<file path="config.mk">
export PLATFORM = sky130hd
export DESIGN_NAME = cbr_cfg_regs
export DESIGN_NICKNAME = d
export VERILOG_FILES = /design/src/include/cbr_pkg.sv /design/src/logic/cbr_tim_reg.sv /design/src/logic/cbr_cfg_regs.sv
export SDC_FILE = /design/constraint.sdc
export NUM_CORES = 1
export LEC_CHECK = 0
export ABC_AREA = 1
export BUFFER_PORTS_ARGS = -buffer_cell sky130_fd_sc_hd__buf_2
export CAP_MARGIN = 40
export CORE_AREA = 2 2 117 119
export DETAILED_ROUTE_END_ITERATION = 12
export DIE_AREA = 0 0 119 121
export PLACE_DENSITY = 0.73
export RECOVER_POWER = 25
export SLEW_MARGIN = 20
export SYNTH_ARGS = -nofsm -noshare
export SYNTH_HDL_FRONTEND = slang
export SYNTH_SLANG_ARGS = --single-unit
</file>
<file path="constraint.sdc">
create_clock -name sys_clk -period 3.9 [get_ports sys_clk]
set_clock_uncertainty 0.2 [all_clocks]
set_input_delay 0.585 -clock sys_clk [delete_from_list [all_inputs] [get_ports sys_clk]]
set_output_delay 0.585 -clock sys_clk [all_outputs]
set_load 0.005 [all_outputs]
</file>
<file path="src/include/cbr_pkg.sv">
// Purpose: shared constants and types for the card bridge configuration registers
// Assumes: configuration cycles arrive as dword-aligned accesses with byte enables
// Notes: offsets are configuration space byte addresses
package cbr_pkg;
  // configuration space byte offsets
  localparam logic [7:0] CBR_OFF_CAP_HEAD = 8'h14;
  localparam logic [7:0] CBR_OFF_MEM_TIM = 8'h8A;
  localparam logic [7:0] CBR_OFF_DMA_SLV = 8'h90;
  localparam logic [7:0] CBR_OFF_CAP_KIND = 8'hDC;
  localparam logic [7:0] CBR_OFF_CAP_NEXT = 8'hDD;
  // dword indices used by the decoder
  localparam logic [5:0] CBR_DW_CAP_HEAD = 6'h05;
  localparam logic [5:0] CBR_DW_MEM_TIM = 6'h22;
  localparam logic [5:0] CBR_DW_DMA_SLV = 6'h24;
  localparam logic [5:0] CBR_DW_CAP_KIND = 6'h37;
  // read-only values
  localparam logic [7:0] CBR_CAP_HEAD_VAL = 8'hDC;
  localparam logic [7:0] CBR_CAP_KIND_VAL = 8'h01;
  localparam logic [7:0] CBR_CAP_NEXT_VAL = 8'h00;
  // memory timing fields and reset values
  localparam int CBR_HOLD_LSB = 10;
  localparam int CBR_PULSE_LSB = 4;
  localparam int CBR_SETUP_LSB = 0;
  localparam logic [15:0] CBR_MEM_TIM_RST = 16'h0463;
  localparam logic [15:0] CBR_MEM_TIM_MASK = 16'h1DF7;
  // default timing when enhanced timing is off
  localparam logic [2:0] CBR_DEF_HOLD = 3'h1;
  localparam logic [4:0] CBR_DEF_PULSE = 5'h06;
  localparam logic [2:0] CBR_DEF_SETUP = 3'h3;
  // dma slave fields
  localparam logic [31:0] CBR_DMA_RST = 32'h0000_0000;
  localparam int CBR_DMA_EXT_BIT = 3;
  localparam int CBR_DMA_SIZE_LSB = 1;
  localparam int CBR_DMA_EN_BIT = 0;
  localparam logic [1:0] CBR_SIZE_8 = 2'h0;
  localparam logic [1:0] CBR_SIZE_16 = 2'h1;
  localparam int CBR_SOCKETS = 2;

  typedef struct packed {
    logic [2:0] hold;
    logic [4:0] pulse;
    logic [2:0] setup;
  } cbr_mem_tim_t;

  typedef struct packed {
    logic [27:0] base;
    logic ext_addr;
    logic wide16;
    logic decode_en;
  } cbr_dma_cfg_t;

  typedef struct packed {
    logic rd;
    logic wr;
    logic [5:0] dw;
    logic [3:0] be;
    logic [31:0] wdata;
  } cbr_cfg_req_t;
endpackage

</file>
<file path="src/logic/cbr_tim_reg.sv">
// Purpose: one socket's 16-bit card memory timing register
// Assumes: write strobe and byte enables are already decoded for this socket
// Notes: reserved bits are never stored, so they read zero
`timescale 1ns/1ps
module cbr_tim_reg (
  input wire logic sys_clk,
  input wire logic rst_n,
  input wire logic clk_en,
  input wire logic wr,
  input wire logic [1:0] be,
  input wire logic [15:0] wdata,
  input wire logic enh_en,
  output logic [15:0] value_r,
  output cbr_pkg::cbr_mem_tim_t tim_r
);
  import cbr_pkg::*;
  logic [15:0] value_nxt;
  cbr_mem_tim_t tim_nxt;

  always_comb begin
    value_nxt = value_r;
    if (wr) begin
      if (be[0]) value_nxt[7:0] = wdata[7:0];
      if (be[1]) value_nxt[15:8] = wdata[15:8];
    end
    value_nxt = value_nxt & CBR_MEM_TIM_MASK;
    if (enh_en) begin
      tim_nxt.hold = value_r[CBR_HOLD_LSB+:3];
      tim_nxt.pulse = value_r[CBR_PULSE_LSB+:5];
      tim_nxt.setup = value_r[CBR_SETUP_LSB+:3];
    end else begin
      tim_nxt.hold = CBR_DEF_HOLD;
      tim_nxt.pulse = CBR_DEF_PULSE;
      tim_nxt.setup = CBR_DEF_SETUP;
    end
  end

  always_ff @(posedge sys_clk) begin
    if (!rst_n) begin
      value_r <= CBR_MEM_TIM_RST;
      tim_r <= '{hold: CBR_DEF_HOLD, pulse: CBR_DEF_PULSE, setup: CBR_DEF_SETUP};
    end else if (clk_en) begin
      value_r <= value_nxt;
      tim_r <= tim_nxt;
    end
  end

  AST_TIM_RSVD: assert property (@(posedge sys_clk) disable iff (!rst_n)
    (value_r & ~CBR_MEM_TIM_MASK) == 16'h0000)
    else $error("timing reserved bits nonzero");
endmodule // cbr_tim_reg

</file>
<file path="src/logic/cbr_cfg_regs.sv">
// Purpose: card bridge configuration registers reached by configuration cycles
// Assumes: one access per cycle, read data returned the next cycle
// Notes: socket select picks which timing set the memory timing offset reaches
//////////////////////////////////////////////////////////////////////////////
// Contract
// hold time from timing bits 12-10, reset 001
// strobe width from bits 8-4, reset 00110
// setup time from bits 2-0, reset 011
// timing bits 15-13, 9, 3 read zero
// separate timing set per socket
// programmed timing only when enhanced enable set
// dma slave register at 90h, reset zero
// bits 31-4 give dma decode base
// bit 3 extends address and count widths
// bits 2-1 pick 8 or 16 bit
// decode only with channel and dma enable
// pointer at 14h reads 0DCh
// capability id byte reads 01h
// next link byte reads 00h
// writes to read-only bytes complete, no effect
`timescale 1ns/1ps
module cbr_cfg_regs (
  input wire logic sys_clk,
  input wire logic rst_n,
  input wire logic clk_en,
  input cbr_pkg::cbr_cfg_req_t req,
  input wire logic sock_sel,
  input wire logic enh_timing_en,
  input wire logic misc_dma_en,
  output logic [31:0] rdata_r,
  output logic ack_r,
  output cbr_pkg::cbr_mem_tim_t tim0_r,
  output cbr_pkg::cbr_mem_tim_t tim1_r,
  output cbr_pkg::cbr_dma_cfg_t dma_r
);
  import cbr_pkg::*;

  //////////////////////////////////////////////////////////////////////////////
  logic [31:0] dma_reg_r, dma_reg_nxt;
  logic [31:0] rdata_nxt;
  cbr_dma_cfg_t dma_nxt;
  logic [15:0] tim_val [CBR_SOCKETS];
  cbr_mem_tim_t tim_out [CBR_SOCKETS];
  logic tim_wr [CBR_SOCKETS];
  logic [15:0] tim_sel;

  // timing occupies the upper half of dword 22h (bytes 8Ah-8Bh)
  genvar g;
  generate
    for (g = 0; g < CBR_SOCKETS; g++) begin : g_sock
      assign tim_wr[g] = req.wr && req.dw == CBR_DW_MEM_TIM &&
                         (sock_sel == 1'(g));
      cbr_tim_reg u_tim (
        .sys_clk(sys_clk),
        .rst_n(rst_n),
        .clk_en(clk_en),
        .wr(tim_wr[g]),
        .be(req.be[3:2]),
        .wdata(req.wdata[31:16]),
        .enh_en(enh_timing_en),
        .value_r(tim_val[g]),
        .tim_r(tim_out[g])
      );
    end
  endgenerate
  assign tim0_r = tim_out[0];
  assign tim1_r = tim_out[1];
  assign tim_sel = sock_sel ? tim_val[1] : tim_val[0];

  //////////////////////////////////////////////////////////////////////////////
  always_comb begin
    dma_reg_nxt = dma_reg_r;
    if (req.wr && req.dw == CBR_DW_DMA_SLV) begin
      for (int i = 0; i < 4; i++) begin
        if (req.be[i]) dma_reg_nxt[i*8+:8] = req.wdata[i*8+:8];
      end
    end
    dma_nxt.base = dma_reg_r[31:4];
    dma_nxt.ext_addr = dma_reg_r[CBR_DMA_EXT_BIT];
    // 32-bit and reserved codes are illegal to program; only 16-bit widens
    dma_nxt.wide16 = dma_reg_r[CBR_DMA_SIZE_LSB+:2] == CBR_SIZE_16;
    dma_nxt.decode_en = dma_reg_r[CBR_DMA_EN_BIT] && misc_dma_en;
  end

  // writes to read-only bytes are acked but change nothing
  always_comb begin
    rdata_nxt = 32'h0000_0000;
    if (req.rd) begin
      unique case (req.dw)
        CBR_DW_CAP_HEAD: rdata_nxt[7:0] = CBR_CAP_HEAD_VAL;
        CBR_DW_MEM_TIM: rdata_nxt[31:16] = tim_sel;
        CBR_DW_DMA_SLV: rdata_nxt = dma_reg_r;
        CBR_DW_CAP_KIND: rdata_nxt[15:0] = {CBR_CAP_NEXT_VAL, CBR_CAP_KIND_VAL};
        default: rdata_nxt = 32'h0000_0000;
      endcase
    end
  end

  always_ff @(posedge sys_clk) begin
    if (!rst_n) begin
      dma_reg_r <= CBR_DMA_RST;
      dma_r <= '0;
      rdata_r <= 32'h0000_0000;
      ack_r <= 1'b0;
    end else if (clk_en) begin
      dma_reg_r <= dma_reg_nxt;
      dma_r <= dma_nxt;
      rdata_r <= rdata_nxt;
      ack_r <= req.rd | req.wr;
    end
  end

  //////////////////////////////////////////////////////////////////////////////
  AST_CAP_HEAD: assert property (@(posedge sys_clk) disable iff (!rst_n)
    clk_en && req.rd && req.dw == CBR_DW_CAP_HEAD |=> rdata_r == 32'h0000_00DC)
    else $error("capability pointer wrong");
  AST_CAP_KIND: assert property (@(posedge sys_clk) disable iff (!rst_n)
    clk_en && req.rd && req.dw == CBR_DW_CAP_KIND |=> rdata_r == 32'h0000_0001)
    else $error("capability id or link wrong");
  AST_DMA_WR: assert property (@(posedge sys_clk) disable iff (!rst_n)
    clk_en && req.wr && req.dw == CBR_DW_DMA_SLV && req.be == 4'hF
    |=> dma_reg_r == $past(req.wdata))
    else $error("dma slave write lost");
  AST_DMA_BASE: assert property (@(posedge sys_clk) disable iff (!rst_n)
    clk_en |=> dma_r.base == $past(dma_reg_r[31:4]))
    else $error("dma base wrong");
  AST_DMA_EXT: assert property (@(posedge sys_clk) disable iff (!rst_n)
    clk_en |=> dma_r.ext_addr == $past(dma_reg_r[3]))
    else $error("extended addressing wrong");
  AST_DMA_DEC: assert property (@(posedge sys_clk) disable iff (!rst_n)
    clk_en && !misc_dma_en |=> !dma_r.decode_en)
    else $error("decode without dma enable");
  AST_DMA_W16: assert property (@(posedge sys_clk) disable iff (!rst_n)
    clk_en && dma_reg_r[2:1] == 2'h0 |=> !dma_r.wide16)
    else $error("8-bit size decoded as 16");
  AST_TIM_DEF: assert property (@(posedge sys_clk) disable iff (!rst_n)
    clk_en && !enh_timing_en |=> tim0_r.pulse == 5'h06 && tim0_r.setup == 3'h3)
    else $error("default timing not applied");
  AST_TIM_PROG: assert property (@(posedge sys_clk) disable iff (!rst_n)
    clk_en && enh_timing_en |=> tim1_r.hold == $past(tim_val[1][12:10]))
    else $error("programmed hold not applied");
  AST_ACK: assert property (@(posedge sys_clk) disable iff (!rst_n)
    clk_en && req.wr && req.dw == CBR_DW_CAP_HEAD |=> ack_r ##0 $stable(tim_val[0]))
    else $error("read-only write not completed");
  COV_DMA_ON: cover property (@(posedge sys_clk) disable iff (!rst_n) dma_r.decode_en);
  COV_TIM_WR1: cover property (@(posedge sys_clk) disable iff (!rst_n) tim_wr[1] && clk_en);
  COV_CAP_RD: cover property (@(posedge sys_clk) disable iff (!rst_n)
    req.rd && req.dw == CBR_DW_CAP_KIND && clk_en);
endmodule // cbr_cfg_regs

</file>
==> PnR_summary.wiki <==
{| class="wikitable"
! Metric !! Value
|-
| # H-tree levels || 4
|-
| Synthesized cell area || 5750 um2
|-
| Detailed-router iteration count before antenna repair || 5
|-
| Leakage power summed over all cells || 3.36 nW
|-
| Number of vias per cell after detailed routing || 4.91
|-
| Synth Register Bits || 140
|-
| First-pass GRT wire length || 23.8 mm
|-
| Worst-path maximum fanout || 60
|-
| Worst hold margin || 193 ps
|-
| PD cells || 468 nW/um2
|-
| Boundary pin count || 136
|-
| Design Power || 3.29 mW
|-
| Port bufs || 135
|-
| Number of fillers in the final layout || 1303
|-
| HP Start || req[10]
|-
| Number of global-route vias before repair || 4754
|-
| Met3 Usage GRT || 4.79%
|-
| ANT nets after route || 0
|-
| CTS tree || done
|-
| Series of cell instances along the critical path || clkbuf_1 -> buf_4 -> nand2_2 -> nor2_8 -> nand3_4 -> nand2_1 -> nand2_1 -> nor2_1
|-
| Max_slew headroom || 28.5%
|-
| Outcome || complete, no violations
|-
| Post-Synthesis Cells || 778
|-
| Netlist cell types || 29
|-
| RR Endpoint || rdata_r[17]$_SDFFE_PN0P_
|-
| Number of slew-limit violations in the final report || 0
|-
| Leading cell type in the layout, fill and taps excluded || nand2_1
|-
| Launch point of the worst reg-to-reg path || g_sock[1].u_tim.value_r[1]$_SDFFE_PN1P_
|-
| Hold Violations, Final || 0
|-
| Met2 Resource Use GR || 32.9%
|-
| Data arrival, critical path || 2880 ps
|-
| Cell type group with the largest total delay on the critical path || buffers and inverters
|-
| Number of buffers created by CTS || 17
|-
| Cell occurring most often along the worst timing path || nand2_1
|-
| Area used by multi-input combinational logic || 2460 um2
|-
| Skew-Pair Late Insertion Delay || 420 ps
|-
| Highest-utilization routing layer at the global route stage || met2
|-
| Placement row count || 42
|-
| Signed area change from the synthesized netlist to the final layout || 22.1%
|-
| Commonest non-fill, non-tap cells in the layout || 195 x nand2_1, 140 x dfxtp_1, 129 x nor2_1
|-
| Max-Cap Viols || 0
|-
| WP buf/inv || 2
|-
| WP data required || 4050 ps
|-
| Horizontal die dimension || 119 um
|-
| Resize count post-CTS || 0
|-
| Global placer's final weighted congestion || 0.853
|-
| Net count reported at finish || 941
|-
| CTS Root Buffer Type || clkbuf_16
|-
| Diodes inserted || 0
|-
| Kind of end point of the critical path || register
|-
| Mean Syn Cell Area || 7.39 um2
|-
| Post-synthesis sequential area ratio || 48.7%
|-
| Number of standard cells in the layout, taps in and fillers out || 1080
|-
| Unrepaired setup endpoints after global routing || false
|-
| CTS Hold Bufs || 0
|-
| Initial antenna violation count || 0
|-
| Achievable frequency || 366 MHz
|-
| Total of endpoints with negative setup slack in the final report || 0
|-
| Maximum cell stage delay along the critical path || 770 ps
|-
| Hold-critical path depth || 3
|-
| Routed wire length per instance || 13.9 um
|-
| Number of DRC markers after the initial detailed-route iteration || 367
|-
| Reg-to-reg setup timing slack || 2740 ps
|-
| Final HPWL DP || 10.6 mm
|-
| Remaining DRCs || 0
|-
| Largest net degree at the start of global routing || 61
|-
| Startpoint class of the critical path || input pin
|-
| Actual transition at the worst max-transition pin || 1070 ps
|-
| DIE AREA || 14400 um2
|-
| Number of clock sinks seen by CTS || 140
|-
| Global routing usage summed across all routing layers || 21.2%
|-
| Met1 track utilization from global routing || 28.4%
|-
| Buffer depth of the longest clock path || 2
|-
| Standard cell core area || 13100 um2
|-
| Library cell contributing the largest single delay on the critical path || clkbuf_1
|-
| Nets in the synthesized netlist || 828
|-
| Total vias in the final route || 5299
|-
| Total negative slack || 0 ps
|-
| Time the final worst path needs with I/O delays and setup || 2730 ps
|-
| Routed wire length || 15.0 mm
|-
| Grt ovf || 0
|-
| Period utilization || 70.0%
|-
| Hold EP || dma_reg_r[10]$_SDFFE_PN0P_
|-
| Initial Util || 44.0%
|-
| Type of the worst setup path || in2reg
|-
| Post-placement cell count || 1048
|-
| Peak supply drop || 0.256 mV
|-
| Flip-flop and latch area || 2800 um2
|-
| Worst hold path type || in2reg
|-
| Post-CTS setup repair buffer count || 0
|-
| Vertical die dimension || 121 um
|-
| Logic depth of the worst register-to-register path || 5
|-
| Number of synthesis warnings || 0
|-
| Share of final-layout standard cells stronger than drive strength 1 || 21.1%
|-
| Clock input transition at the sequential cells of the worst setup and hold paths || 60 ps
|}
## report_power, final
group / total, mW / internal [mW] / switching, mW
Clock: 1.64 / 1.05 / 0.592
Combinational: 0.184 / 0.0594 / 0.124
Sequential: 1.47 / 1.45 / 0.0114
## cell usage after synthesis
master / instances / share of area, %
nand2_1: 195 / 13
dfxtp_1: 140 / 49
nor2_1: 129 / 8.4
inv_1: 61 / 4.0
a21oi_1: 51 / 4.4
o21ai_0: 43 / 3.7
nand3_1: 39 / 3.4
clkbuf_1: 17 / 1.1
nand2_2: 15 / 1.6
nand4_1: 15 / 1.6
buf_2: 13 / 1.1
a21oi_2: 10 / 1.5
o22ai_1: 10 / 1.1
buf_1: 5 / 0.33
buf_4: 5 / 0.65
buf_6: 4 / 0.78
nand3_4: 4 / 1.2
nor2_2: 4 / 0.43
nor3_1: 4 / 0.35
a21boi_0: 3 / 0.39
nand3_2: 3 / 0.52
a31oi_1: 1 / 0.11
and2_4: 1 / 0.15
and3_4: 1 / 0.20
buf_12: 1 / 0.35
buf_8: 1 / 0.26
nand2_4: 1 / 0.20
nor2_4: 1 / 0.20
nor2_8: 1 / 0.35
## metrics by stage
stage,setup WS [ps],instance area [um2],util [%]
finish,1170,7030,53.7
floorplan,2180,5750,-
detailed placement,1190,6440,49.2
global route,864,7030,53.7
global placement,1240,6420,49.0
CTS,1610,7050,53.9
## per-layer routing
metal	up-vias	routed length, um
met5	-	0
met4	0	458
met3	36	740
met2	148	6700
met1	2417	7130
li1	2698	-
## layout make-up
cell class / count / share of cell area, %
Sequential cell: 140 / 39.9
Multi-Input combinational cell: 531 / 35.0
Timing Repair Buffer: 140 / 10.1
Clock buffer: 20 / 6.64
Inverter: 61 / 3.26
Tap cell: 176 / 3.13
Clock inverter: 12 / 2.05
## flip-flops by register name (all words and copies together), names as in the netlist
| signal | count |
|---|---|
| ack_r | 1 |
| dma_r | 31 |
| dma_reg_r | 32 |
| g_sock.u_tim.tim_r | 22 |
| g_sock.u_tim.value_r | 22 |
| rdata_r | 32 |
## cell families (layout without fill, tap and decap cells)
logic type,after synthesis,in the layout,share of synthesized area [%]
compound gates,118,118,11.3
buf+inv,107,233,8.59
simple gates,413,413,31.4
flops,140,140,48.7
## worst max-delay path by stage
stage,startpoint,end,depth (start not counted)
after floorplan,clk_en,g_sock[0].u_tim.tim_r[2]$_SDFFE_PN0P_,7
after CTS,clk_en,dma_reg_r[1]$_SDFFE_PN0P_,8
after detailed placement,clk_en,dma_reg_r[1]$_SDFFE_PN0P_,8
after global routing,clk_en,dma_reg_r[31]$_SDFFE_PN0P_,8
after global placement,clk_en,dma_reg_r[2]$_SDFFE_PN0P_,7
final,clk_en,dma_reg_r[1]$_SDFFE_PN0P_,8
## worst min-delay path: stages
cell and delay, ps:
buf_2 80, nor2_1 40, nor2_1 80
No activity file was read; power rests on OpenSTA's default activity.
